===== src/inc/fbr_pkg.sv =====
// Constants and types for the frame buffer read master
package fbr_pkg;

    // ------------------------------------------------------------
    // Widths and sizes
    // ------------------------------------------------------------
    localparam int FBR_ADDR_W     = 32;
    localparam int FBR_DATA_W     = 64;
    localparam int FBR_ID_W       = 4;
    localparam int FBR_LEN_W      = 4;
    localparam int FBR_FIFO_DEPTH = 32;
    localparam int FBR_MAX_OUTST  = 16;
    localparam int FBR_FRAME_W    = 24;

    // ------------------------------------------------------------
    // Read address channel encodings
    // ------------------------------------------------------------
    localparam logic [2:0] FBR_SIZE_8B    = 3'h3;
    localparam logic [1:0] FBR_BURST_INCR = 2'h1;
    localparam logic       FBR_LOCK_OFF   = 1'h0;
    localparam logic [3:0] FBR_CACHE_OFF  = 4'h0;
    localparam logic [2:0] FBR_PROT_OFF   = 3'h0;
    localparam int         FBR_RESP_ERR_BIT = 1;

    // Beat counts of the legal burst lengths
    localparam logic [4:0] FBR_BEATS_1  = 5'h01;
    localparam logic [4:0] FBR_BEATS_4  = 5'h04;
    localparam logic [4:0] FBR_BEATS_8  = 5'h08;
    localparam logic [4:0] FBR_BEATS_16 = 5'h10;

    // ------------------------------------------------------------
    // Types
    // ------------------------------------------------------------
    typedef enum logic [1:0] {
        FBR_BL_1  = 2'h0,
        FBR_BL_4  = 2'h1,
        FBR_BL_8  = 2'h2,
        FBR_BL_16 = 2'h3
    } fbr_blen_t;

    typedef enum logic [1:0] {
        FBR_ST_IDLE = 2'h0,
        FBR_ST_GAP  = 2'h1,
        FBR_ST_ADDR = 2'h2
    } fbr_state_t;

endpackage


===== src/inc/fbr_fifo_if.sv =====
// Link between the read master and its input FIFO
`timescale 1ns/1ps

interface fbr_fifo_if #(
    parameter int DATA_W = 64,
    parameter int LVL_W  = 6
);
    logic              wr_valid;
    logic [DATA_W-1:0] wr_data;
    logic              pop;
    logic [DATA_W-1:0] rd_data;
    logic              rd_valid;
    logic [LVL_W-1:0]  level;

    modport writer (output wr_valid, wr_data, pop, input rd_data, rd_valid, level);
    modport store  (input wr_valid, wr_data, pop, output rd_data, rd_valid, level);
endinterface


===== src/hdl/fbr_input_fifo.sv =====
// Input FIFO with registered show-ahead output
`timescale 1ns/1ps

module fbr_input_fifo #(
    parameter int DATA_W = 64,
    parameter int DEPTH  = 32,
    parameter int LVL_W  = 6
) (
    // Clock, reset and freeze
    input wire logic clk,
    input wire logic sys_rst_n,
    input wire logic clk_en,
    // Store side
    fbr_fifo_if.store fi
);
    localparam int PW = $clog2(DEPTH);

    logic [DATA_W-1:0] mem [DEPTH];
    logic [PW-1:0]     wptr_reg;
    logic [PW-1:0]     rptr_reg;
    logic [LVL_W-1:0]  arr_cnt_reg;
    logic [LVL_W-1:0]  level_reg;
    logic [DATA_W-1:0] dout_reg;
    logic              dvalid_reg;
    logic              pop_ok;
    logic              load;

    // Pop only a shown word; refill the output stage when it frees
    assign pop_ok = fi.pop & dvalid_reg;
    assign load   = (arr_cnt_reg != '0) & (~dvalid_reg | pop_ok);

    // Storage array, written on the bus clock
    always_ff @(posedge clk) begin
        if (clk_en && fi.wr_valid) begin
            mem[wptr_reg] <= fi.wr_data;
        end
    end

    // Pointers and array occupancy
    always_ff @(posedge clk or negedge sys_rst_n) begin
        if (!sys_rst_n) begin
            wptr_reg    <= '0;
            rptr_reg    <= '0;
            arr_cnt_reg <= '0;
        end else if (clk_en) begin
            wptr_reg    <= wptr_reg + PW'(fi.wr_valid);
            rptr_reg    <= rptr_reg + PW'(load);
            arr_cnt_reg <= arr_cnt_reg + LVL_W'(fi.wr_valid) - LVL_W'(load);
        end
    end

    // Output stage and total fill level
    always_ff @(posedge clk or negedge sys_rst_n) begin
        if (!sys_rst_n) begin
            dout_reg   <= '0;
            dvalid_reg <= 1'b0;
            level_reg  <= '0;
        end else if (clk_en) begin
            if (load) begin
                dout_reg   <= mem[rptr_reg];
                dvalid_reg <= 1'b1;
            end else if (pop_ok) begin
                dvalid_reg <= 1'b0;
            end
            level_reg <= level_reg + LVL_W'(fi.wr_valid) - LVL_W'(pop_ok);
        end
    end

    assign fi.rd_data  = dout_reg;
    assign fi.rd_valid = dvalid_reg;
    assign fi.level    = level_reg;

    a_level_step: assert property (@(posedge clk) disable iff (!sys_rst_n)
        clk_en && fi.wr_valid && !pop_ok |=> level_reg == $past(level_reg) + LVL_W'(1))
        else $error("fifo level did not count a write");

    a_level_bound: assert property (@(posedge clk) disable iff (!sys_rst_n)
        level_reg <= LVL_W'(DEPTH))
        else $error("fifo level above depth");

endmodule // fbr_input_fifo


===== src/hdl/fbr_read_master.sv =====
// Frame buffer read master: issues read bursts and fills the input FIFO
`timescale 1ns/1ps

// Behaviour
// - Active-low reset clears master and core.
// - All state changes on bus clock rise.
// - Bus clock is one pixel clock source.
// - Drive 32-bit address and 4-bit id.
// - Bursts of 1, 4, 8, 16 only.
// - Every beat is eight bytes wide.
// - Only incrementing bursts are requested.
// - Lock, cache, protection attributes unused.
// - Address valid only with valid fields.
// - Read ready held high; FIFO space reserved at issue.
// - At most sixteen bursts outstanding.
// - Data lands in 32 by 64 FIFO.
module fbr_read_master
    import fbr_pkg::*;
#(
    parameter int ADDR_W    = FBR_ADDR_W,
    parameter int DATA_W    = FBR_DATA_W,
    parameter int ID_W      = FBR_ID_W,
    parameter int DEPTH     = FBR_FIFO_DEPTH,
    parameter int MAX_OUTST = FBR_MAX_OUTST,
    parameter int FRAME_W   = FBR_FRAME_W
) (
    // Clock, reset and freeze
    input  wire logic               clk,
    input  wire logic               sys_rst_n,
    input  wire logic               clk_en,
    // Frame control
    input  wire logic               frame_start,
    input  wire logic [ADDR_W-1:0]  frame_base,
    input  wire logic [FRAME_W-1:0] frame_beats,
    input  wire logic [1:0]         burst_sel,
    output logic                    busy,
    output logic                    frame_done,
    output logic                    resp_err,
    // Pixel clock source choice
    input  wire logic               pix_alt_sel,
    input  wire logic               pix_alt_clk,
    output logic                    pix_tick,
    // Read address channel
    output logic [ID_W-1:0]         arid,
    output logic [ADDR_W-1:0]       araddr,
    output logic [FBR_LEN_W-1:0]    arlen,
    output logic [2:0]              arsize,
    output logic [1:0]              arburst,
    output logic                    read_lock_attribute,
    output logic [3:0]              arcache,
    output logic [2:0]              arprot,
    output logic                    arvalid,
    input  wire logic               arready,
    // Read data channel
    input  wire logic [ID_W-1:0]    rid,
    input  wire logic [DATA_W-1:0]  rdata,
    input  wire logic [1:0]         rresp,
    input  wire logic               rlast,
    input  wire logic               rvalid,
    output logic                    rready,
    // FIFO drain side
    input  wire logic               fifo_pop,
    output logic [DATA_W-1:0]       fifo_data,
    output logic                    fifo_valid,
    output logic [$clog2(DEPTH+1)-1:0] fifo_level
);
    localparam int LVL_W = $clog2(DEPTH + 1);
    localparam int RW    = LVL_W + 1;
    localparam int OW    = $clog2(MAX_OUTST + 1);

    // ------------------------------------------------------------
    // Declarations
    // ------------------------------------------------------------
    fbr_state_t          state_reg;
    fbr_blen_t           blen_reg;
    logic [ADDR_W-1:0]   addr_reg;
    logic [FRAME_W-1:0]  left_reg;
    logic [ID_W-1:0]     id_reg;
    logic [OW-1:0]       outst_reg;
    logic [LVL_W-1:0]    inflight_reg;
    logic [ID_W-1:0]     arid_reg;
    logic [ADDR_W-1:0]   araddr_reg;
    logic [FBR_LEN_W-1:0] arlen_reg;
    logic [2:0]          arsize_reg;
    logic [1:0]          arburst_reg;
    logic                lock_reg;
    logic [3:0]          arcache_reg;
    logic [2:0]          arprot_reg;
    logic                arvalid_reg;
    logic                rready_reg;
    logic                busy_reg;
    logic                done_reg;
    logic                err_reg;
    logic                pix_s1_reg;
    logic                pix_s2_reg;
    logic                pix_s3_reg;
    logic                pix_tick_reg;
    logic [4:0]          beats_now;
    logic [4:0]          pend_beats;
    logic [RW-1:0]       resv;
    logic                room_ok;
    logic                can_issue;
    logic                ar_fire;
    logic                r_fire;
    logic                r_end;
    logic                all_done;

    fbr_fifo_if #(.DATA_W(DATA_W), .LVL_W(LVL_W)) fi ();

    // ------------------------------------------------------------
    // Burst length choice
    // ------------------------------------------------------------
    // Largest legal burst not above the chosen length or the remainder
    function automatic logic [4:0] fbr_pick_beats(input fbr_blen_t sel,
                                                  input logic [FRAME_W-1:0] left);
        logic [4:0] want;
        logic [4:0] cap;
        case (sel)
            FBR_BL_4:  want = FBR_BEATS_4;
            FBR_BL_8:  want = FBR_BEATS_8;
            FBR_BL_16: want = FBR_BEATS_16;
            default:   want = FBR_BEATS_1;
        endcase
        cap = (|left[FRAME_W-1:4]) ? FBR_BEATS_16 : left[4:0];
        if (cap > want) begin
            cap = want;
        end
        if (cap >= FBR_BEATS_16) begin
            return FBR_BEATS_16;
        end else if (cap >= FBR_BEATS_8) begin
            return FBR_BEATS_8;
        end else if (cap >= FBR_BEATS_4) begin
            return FBR_BEATS_4;
        end
        return FBR_BEATS_1;
    endfunction

    // ------------------------------------------------------------
    // Issue and handshake terms
    // ------------------------------------------------------------
    assign beats_now  = fbr_pick_beats(blen_reg, left_reg);
    assign pend_beats = 5'({1'b0, arlen_reg}) + 5'h01;
    // Reserved slots: words held plus beats still on their way
    assign resv       = RW'(fi.level) + RW'(inflight_reg);
    assign room_ok    = (resv + RW'(beats_now)) <= RW'(DEPTH);
    assign can_issue  = (state_reg == FBR_ST_GAP) && (left_reg != '0) && room_ok
                        && (outst_reg < OW'(MAX_OUTST));
    assign ar_fire    = arvalid_reg & arready;
    assign r_fire     = rvalid & rready_reg;
    assign r_end      = r_fire & rlast;
    assign all_done   = (left_reg == '0) && (inflight_reg == '0) && (outst_reg == '0);

    // ------------------------------------------------------------
    // Sequencer
    // ------------------------------------------------------------
    // Idle, wait for room, present one address
    always_ff @(posedge clk or negedge sys_rst_n) begin
        if (!sys_rst_n) begin
            state_reg <= FBR_ST_IDLE;
        end else if (clk_en) begin
            case (state_reg)
                FBR_ST_IDLE: begin
                    if (frame_start) begin
                        state_reg <= FBR_ST_GAP;
                    end
                end
                FBR_ST_GAP: begin
                    if (all_done) begin
                        state_reg <= FBR_ST_IDLE;
                    end else if (can_issue) begin
                        state_reg <= FBR_ST_ADDR;
                    end
                end
                FBR_ST_ADDR: begin
                    if (arready) begin
                        state_reg <= FBR_ST_GAP;
                    end
                end
                default: state_reg <= FBR_ST_IDLE;
            endcase
        end
    end

    // ------------------------------------------------------------
    // Frame walk
    // ------------------------------------------------------------
    // Next address, beats left and id advance on each accepted address
    always_ff @(posedge clk or negedge sys_rst_n) begin
        if (!sys_rst_n) begin
            addr_reg <= '0;
            left_reg <= '0;
            blen_reg <= FBR_BL_1;
            id_reg   <= '0;
        end else if (clk_en) begin
            if (state_reg == FBR_ST_IDLE && frame_start) begin
                addr_reg <= frame_base;
                left_reg <= frame_beats;
                blen_reg <= fbr_blen_t'(burst_sel);
            end else if (ar_fire) begin
                addr_reg <= addr_reg + ADDR_W'({pend_beats, 3'h0});
                left_reg <= left_reg - FRAME_W'(pend_beats);
                id_reg   <= id_reg + ID_W'(1);
            end
        end
    end

    // ------------------------------------------------------------
    // Read address channel
    // ------------------------------------------------------------
    // Load fields with valid, hold all until the slave takes them
    always_ff @(posedge clk or negedge sys_rst_n) begin
        if (!sys_rst_n) begin
            arvalid_reg <= 1'b0;
            arid_reg    <= '0;
            araddr_reg  <= '0;
            arlen_reg   <= '0;
            arsize_reg  <= FBR_SIZE_8B;
            arburst_reg <= FBR_BURST_INCR;
        end else if (clk_en) begin
            if (can_issue) begin
                arvalid_reg <= 1'b1;
                arid_reg    <= id_reg;
                araddr_reg  <= addr_reg;
                arlen_reg   <= FBR_LEN_W'(beats_now - 5'h01);
                arsize_reg  <= FBR_SIZE_8B;
                arburst_reg <= FBR_BURST_INCR;
            end else if (ar_fire) begin
                arvalid_reg <= 1'b0;
            end
        end
    end

    // Unused attributes sit at zero for good
    always_ff @(posedge clk or negedge sys_rst_n) begin
        if (!sys_rst_n) begin
            lock_reg    <= FBR_LOCK_OFF;
            arcache_reg <= FBR_CACHE_OFF;
            arprot_reg  <= FBR_PROT_OFF;
        end else if (clk_en) begin
            lock_reg    <= FBR_LOCK_OFF;
            arcache_reg <= FBR_CACHE_OFF;
            arprot_reg  <= FBR_PROT_OFF;
        end
    end

    // ------------------------------------------------------------
    // Outstanding bookkeeping
    // ------------------------------------------------------------
    // Bursts open and beats still owed by the slave
    always_ff @(posedge clk or negedge sys_rst_n) begin
        if (!sys_rst_n) begin
            outst_reg    <= '0;
            inflight_reg <= '0;
        end else if (clk_en) begin
            outst_reg    <= outst_reg + OW'(ar_fire) - OW'(r_end);
            inflight_reg <= inflight_reg + (ar_fire ? LVL_W'(pend_beats) : '0)
                            - LVL_W'(r_fire);
        end
    end

    // ------------------------------------------------------------
    // Read data channel
    // ------------------------------------------------------------
    // Space is reserved before issue, so every returned beat has a slot
    always_ff @(posedge clk or negedge sys_rst_n) begin
        if (!sys_rst_n) begin
            rready_reg <= 1'b0;
        end else if (clk_en) begin
            rready_reg <= 1'b1;
        end
    end

    // Beats go straight into the FIFO
    assign fi.wr_valid = r_fire;
    assign fi.wr_data  = rdata;
    assign fi.pop      = fifo_pop;

    fbr_input_fifo #(
        .DATA_W (DATA_W),
        .DEPTH  (DEPTH),
        .LVL_W  (LVL_W)
    ) u_input_fifo (
        .clk       (clk),
        .sys_rst_n (sys_rst_n),
        .clk_en    (clk_en),
        .fi        (fi.store)
    );

    // ------------------------------------------------------------
    // Status
    // ------------------------------------------------------------
    // Busy level, done pulse, sticky error (error wins over clear)
    always_ff @(posedge clk or negedge sys_rst_n) begin
        if (!sys_rst_n) begin
            busy_reg <= 1'b0;
            done_reg <= 1'b0;
            err_reg  <= 1'b0;
        end else if (clk_en) begin
            busy_reg <= (state_reg != FBR_ST_IDLE);
            done_reg <= (state_reg == FBR_ST_GAP) && all_done;
            if (r_fire && rresp[FBR_RESP_ERR_BIT]) begin
                err_reg <= 1'b1;
            end else if (state_reg == FBR_ST_IDLE && frame_start) begin
                err_reg <= 1'b0;
            end
        end
    end

    // ------------------------------------------------------------
    // Pixel clock source
    // ------------------------------------------------------------
    // Bus clock ticks every cycle; alternate source synchronised first
    always_ff @(posedge clk or negedge sys_rst_n) begin
        if (!sys_rst_n) begin
            pix_s1_reg   <= 1'b0;
            pix_s2_reg   <= 1'b0;
            pix_s3_reg   <= 1'b0;
            pix_tick_reg <= 1'b0;
        end else if (clk_en) begin
            pix_s1_reg   <= pix_alt_clk;
            pix_s2_reg   <= pix_s1_reg;
            pix_s3_reg   <= pix_s2_reg;
            pix_tick_reg <= pix_alt_sel ? (pix_s2_reg & ~pix_s3_reg) : 1'b1;
        end
    end

    // ------------------------------------------------------------
    // Outputs
    // ------------------------------------------------------------
    assign busy                = busy_reg;
    assign frame_done          = done_reg;
    assign resp_err            = err_reg;
    assign pix_tick            = pix_tick_reg;
    assign arid                = arid_reg;
    assign araddr              = araddr_reg;
    assign arlen               = arlen_reg;
    assign arsize              = arsize_reg;
    assign arburst             = arburst_reg;
    assign read_lock_attribute = lock_reg;
    assign arcache             = arcache_reg;
    assign arprot              = arprot_reg;
    assign arvalid             = arvalid_reg;
    assign rready              = rready_reg;
    assign fifo_data           = fi.rd_data;
    assign fifo_valid          = fi.rd_valid;
    assign fifo_level          = fi.level;

    // ------------------------------------------------------------
    // Checks
    // ------------------------------------------------------------
    a_reset_quiet: assert property (@(posedge clk) disable iff (!sys_rst_n)
        !$past(sys_rst_n) |-> !arvalid_reg && outst_reg == '0)
        else $error("request state not clear after reset");

    a_ar_hold: assert property (@(posedge clk) disable iff (!sys_rst_n)
        arvalid_reg && !arready |=> arvalid_reg && $stable(araddr_reg)
        && $stable(arlen_reg) && $stable(arid_reg))
        else $error("address dropped or changed before ready");

    a_len_legal: assert property (@(posedge clk) disable iff (!sys_rst_n)
        arvalid_reg |-> arlen_reg inside {4'h0, 4'h3, 4'h7, 4'hf})
        else $error("illegal burst length");

    a_size_burst: assert property (@(posedge clk) disable iff (!sys_rst_n)
        arvalid_reg |-> arsize_reg == 3'h3 && arburst_reg == 2'h1)
        else $error("size or burst type wrong");

    a_attr_zero: assert property (@(posedge clk) disable iff (!sys_rst_n)
        !lock_reg && arcache_reg == 4'h0 && arprot_reg == 3'h0)
        else $error("unused attributes not zero");

    a_outst_max: assert property (@(posedge clk) disable iff (!sys_rst_n)
        outst_reg <= OW'(MAX_OUTST))
        else $error("too many bursts outstanding");

    a_room_kept: assert property (@(posedge clk) disable iff (!sys_rst_n)
        ar_fire |=> resv <= RW'(DEPTH))
        else $error("burst issued without room");

    a_rready_room: assert property (@(posedge clk) disable iff (!sys_rst_n)
        r_fire |-> fi.level < LVL_W'(DEPTH) && inflight_reg != '0)
        else $error("beat taken with no slot");

    a_addr_step: assert property (@(posedge clk) disable iff (!sys_rst_n)
        ar_fire && clk_en |=> addr_reg == $past(araddr_reg) + (ADDR_W'($past(arlen_reg)) + ADDR_W'(1)) * ADDR_W'(8))
        else $error("next address not one burst further");

endmodule // fbr_read_master


===== config.mk =====
export PLATFORM = sky130hd
export DESIGN_NAME = fbr_read_master
export DESIGN_NICKNAME = d
export VERILOG_FILES = /design/src/inc/fbr_pkg.sv /design/src/inc/fbr_fifo_if.sv /design/src/hdl/fbr_input_fifo.sv /design/src/hdl/fbr_read_master.sv
export SDC_FILE = /design/constraint.sdc
export NUM_CORES = 2
export LEC_CHECK = 0
export ABC_AREA = 0
export ABC_CLOCK_PERIOD_IN_PS = 12200
export BUFFER_PORTS_ARGS = -buffer_cell sky130_fd_sc_hd__buf_2
export CELL_PAD_IN_SITES_DETAIL_PLACEMENT = 1
export CELL_PAD_IN_SITES_GLOBAL_PLACEMENT = 1
export CORE_MARGIN = 4
export CORE_UTILIZATION = 55
export CTS_BUF_LIST = sky130_fd_sc_hd__clkbuf_4
export CTS_CLUSTER_SIZE = 20
export DETAILED_ROUTE_END_ITERATION = 10
export PLACE_DENSITY_LB_ADDON = 0.1
export SYNTH_ARGS = -nofsm -noshare
export SYNTH_HDL_FRONTEND = slang
export SYNTH_HIERARCHICAL = 1
export SYNTH_SLANG_ARGS = --single-unit

===== constraint.sdc =====
create_clock -name clk -period 12.2 [get_ports clk]
set_clock_uncertainty 0.1 [all_clocks]
set_input_delay 1.22 -clock clk [delete_from_list [all_inputs] [get_ports clk]]
set_output_delay 1.22 -clock clk [all_outputs]
set_load 0.1 [all_outputs]

==> results by group <==
Worst setup path
  • Worst EP required: 13.26 ns
  • Reg-to-Reg End: araddr[31]$_DFFE_PN0P_
  • Worst path max stage delay: 0.63 ns
  • Setup slack, reg-to-reg: 5.63 ns
  • Critical Path Most Common Cell: a21oi_1
  • Crit. End Element: register
  • Critical Path AT: 7.62 ns
  • Crit path launch type: register
  • WS Path Type: register to register
  • Cell family contributing the most delay on the critical path: simple AND/OR/NAND/NOR gates
  • Crit Path Max Fanout: 42
  • Worst r2r src: left_reg[13]$_DFFE_PN0P_
  • Cells along the critical path: or4_4 -> nor4_4 -> and2_2 -> inv_1 -> ha_1 -> or3b_2 -> o311ai_0 -> a21oi_1 -> a21oi_1 -> o211ai_1 -> nor2_1 -> fa_1 -> ha_1 -> a21o_1 -> a21oi_1 -> xor2_1 -> nand3_1 -> a211oi_4 -> buf_4 -> mux2_1
  • Cell at the slowest stage of the critical path: buf_4
  • Crit path buffers/inverters: 2
  • Worst R2R Path Depth: 20

Logic synthesis
  • Synthesis Warnings: 6
  • Count leader, synth: edfxtp_1
  • EDFF count, synth: 2048
  • Commonest cells in the netlist: edfxtp_1, mux4_2, dfrtp_1
  • Area leader, netlist: edfxtp_1
  • Post-Syn Instances: 4344
  • Register area share after synthesis: 75.3%
  • Top cells by area, synth: edfxtp_1, mux4_2, dfrtp_1, mux2_2, mux2_4
  • Cell Area, Synth: 88700 um2
  • Post-synth cell types: 77
  • Asr flop ratio synth: 9.30%
  • Top_reg_cell synth: edfxtp_1
  • Avg Cell Area, Syn: 20.4 um2
  • #FFs+latches synth: 2258
  • Post-synth top area share: 69.3%

Placement
  • Post-DP Area: 92500 um2
  • Hpwl dp: 121000 um
  • GPL Wtd Cong: 0.779
  • Port Buffers: 249

Detailed routing
  • Overall routed net length: 230000 um
  • Vias: 47674
  • WL/cell: 30.1 um
  • TritonRoute pass-1 iters: 6
  • First DRT Iteration DRCs: 4619
  • Post-DRT Antenna Nets: 0
  • Remaining DRCs: 0
  • Vias per cell: 6.23

Clock network
  • Worst-Skew Late Latency: 1.33 ns
  • Maximum clock insertion buffer count: 4
  • H-tree levels: 6
  • Clk slew on worst S/H paths: 0.06 ns
  • CTS tree: done
  • Clock root buffer master: clkbuf_4
  • Cts bufs inserted: 594
  • CTS Sinks: 2258
  • Post-CTS Setup Bufs: 0

Layout
  • Share of cells above drive strength 1: 36.3%
  • Biggest register: u_input_fifo/mem
  • Fin nets: 5256
  • Area growth, synth to finish: 12.8%
  • Max reg flops: 2048
  • Filler cells: 13836
  • Design area: 100000 um2

Power
  • Sw frac: 34.8%
  • Clock share of power: 27.4%
  • Pint: 15.2 mW
  • Pwr Density: 233 nW/um2
  • Logic pwr share: 31.9%
  • Sequential Power Share: 40.6%
  • Net switching power: 8.11 mW
  • Leak Pwr: 33.7 nW
  • IR drop worst, VDD: 0.200 mV

Timing
  • Relative slew slack: 16.6%
  • F_max: 0.152 GHz
  • Slew Limit Fails: 0
  • Tmin final: 6.57 ns
  • Final setup vio count: 0
  • Final Cycle Share: 53.8%
  • Final Hold Viols: 0
  • RSZ-0062 raised after global routing: false
  • TNS Setup: 0 ns
  • Slew of the pin with the lowest slew margin: 1.25 ns

Floorplanning
  • Die W: 410 um
  • Starting density of the core: 55.3%
  • Chip Height: 410 um
  • Die area: 168000 um2
  • IO Count: 268
  • FP Rows: 147
  • Core area: 160000 um2

Global route
  • First-pass GRT wire length: 341000 um
  • Total grt overflow: 0
  • Vias in the first global route: 51066
  • All-Layer GR Usage: 27.7%
  • Largest net degree at the start of global routing: 133
  • Initial antenna violation count: 15

Job
  • Max Cap Viol: 0

Worst hold path
  • Hold Startpoint: frame_beats[14]
  • Worst Hold Class: primary input to register
  • Min-Delay Endpoint: left_reg[14]$_DFFE_PN0P_
  • Hold depth: 3

Outcome
  • Status: completed
-- through the flow --
step	hold WS [ns]	setup slack, ns	std cells	util (%)	power, mW
after floorplan	0.346	6.62	4355	-	15.2
after global placement	0.363	5.72	6595	57.7	17.0
after detailed placement	0.368	5.65	6595	57.7	17.1
after CTS	0.0129	5.61	7635	62.3	23.6
after global routing	0.0722	5.06	7646	62.4	24.5
final	0.179	5.63	7649	62.4	23.3
-- cell usage in the layout (no fill, tap or decap), types with 9 or more instances in the layout --
| cell | netlist | routed |
|---|---|---|
| and2_1 | 14 | 12 |
| inv_1 | 61 | 61 |
| buf_2 | 52 | 248 |
| a22o_1 | 31 | 31 |
| ha_1 | 56 | 56 |
| clkbuf_4 | 0 | 892 |
| nor2b_1 | 44 | 41 |
| nand4_1 | 18 | 18 |
| a21oi_1 | 132 | 132 |
| a2bb2oi_1 | 16 | 16 |
| o21ai_0 | 48 | 47 |
| a21o_1 | 16 | 16 |
| buf_4 | 35 | 88 |
| nor2_1 | 76 | 42 |
| or3_1 | 12 | 12 |
| a222oi_1 | 29 | 29 |
| dlygate4sd3_1 | 0 | 22 |
| a311oi_1 | 37 | 37 |
| nand2_1 | 72 | 72 |
| nor2_4 | 0 | 34 |
| a22oi_1 | 103 | 103 |
| mux2i_1 | 36 | 36 |
| inv_2 | 0 | 18 |
| dfrtp_1 | 210 | 205 |
| mux2_2 | 137 | 137 |
| o22ai_1 | 79 | 79 |
| nor3_1 | 15 | 15 |
| edfxtp_1 | 2048 | 2048 |
| mux4_2 | 454 | 454 |
| a211oi_1 | 47 | 47 |
| fa_1 | 9 | 9 |
| mux2_4 | 65 | 65 |
| diode_2 | 0 | 14 |
| and3_1 | 16 | 14 |
| clkinv_1 | 0 | 96 |
| conb_1 | 2 | 13 |
| nand3_1 | 34 | 32 |
| xnor2_1 | 25 | 25 |
| a31oi_1 | 37 | 37 |
-- routing by layer --
metal | global-route usage [%] | vias up | routed length, um
met5 | 0 | - | 13
met4 | 8.91 | 2 | 5820
met3 | 5.36 | 387 | 16900
met2 | 45.9 | 2123 | 115000
met1 | 37.8 | 25322 | 92100
li1 | - | 19840 | -
-- worst register-to-register path, cell delays in order, from the launching register on --
cell	delay, ns
dfrtp_1	0.43
or4_4	0.59
nor4_4	0.36
and2_2	0.24
inv_1	0.11
ha_1	0.38
or3b_2	0.49
o311ai_0	0.20
a21oi_1	0.20
a21oi_1	0.25
o211ai_1	0.14
nor2_1	0.16
fa_1	0.46
ha_1	0.31
a21o_1	0.18
a21oi_1	0.16
xor2_1	0.17
nand3_1	0.16
a211oi_4	0.25
buf_4	0.63
mux2_1	0.45
-- worst max path at each step --
stage / from / to / slack [ns] / cells past startpoint
5_1_grt: left_reg[18]$_DFFE_PN0P_ / araddr[31]$_DFFE_PN0P_ / 5.06 / 20
3_3_place_gp: left_reg[13]$_DFFE_PN0P_ / araddr[31]$_DFFE_PN0P_ / 5.72 / 20
3_5_place_dp: left_reg[13]$_DFFE_PN0P_ / araddr[31]$_DFFE_PN0P_ / 5.65 / 20
4_1_cts: left_reg[13]$_DFFE_PN0P_ / araddr[31]$_DFFE_PN0P_ / 5.61 / 20
6_report: left_reg[13]$_DFFE_PN0P_ / araddr[31]$_DFFE_PN0P_ / 5.63 / 20
2_1_floorplan: clk_en / u_input_fifo/mem[14][0]$_DFFE_PP_ / 6.62 / 5
-- power by group through the flow --
stage               clock network (mW)  logic [mW]  registers (mW)
finish                            6.40        7.45            9.48
global route                      7.06        7.92            9.53
CTS                               6.60        7.50            9.48
detailed placement                   0        7.48            9.64
global placement                     0        7.35            9.62
floorplan                            0        4.59            10.6
-- repair_timing --
item                      CTS  global route
hold buffers               22             0
hold endpoints to repair   65             0
resized for setup           0             0
-- final cells by class --
type / instances / area, um2 / share of cell area, %
clock inverter: 126 / 568 / 0.568
timing repair buffer: 364 / 2240 / 2.24
clock buffer: 892 / 6700 / 6.69
multi-input combinational: 1774 / 20800 / 20.8
antenna: 14 / 35.0 / 0.0350
inverter: 61 / 229 / 0.229
tap: 2160 / 2700 / 2.70
sequential: 2258 / 66800 / 66.7
-- kinds of logic after synthesis --
kind of cell	after synthesis	synth area share (%)
mux	694	14.8
buf+inv	323	1.72
simple gates	352	2.09
fa+ha+maj	65	0.993
other cells	2	0.00847
xor+xnor	33	0.326
compound gates	617	4.80
flops	2258	75.3
Power figures use the tool's default switching activity.
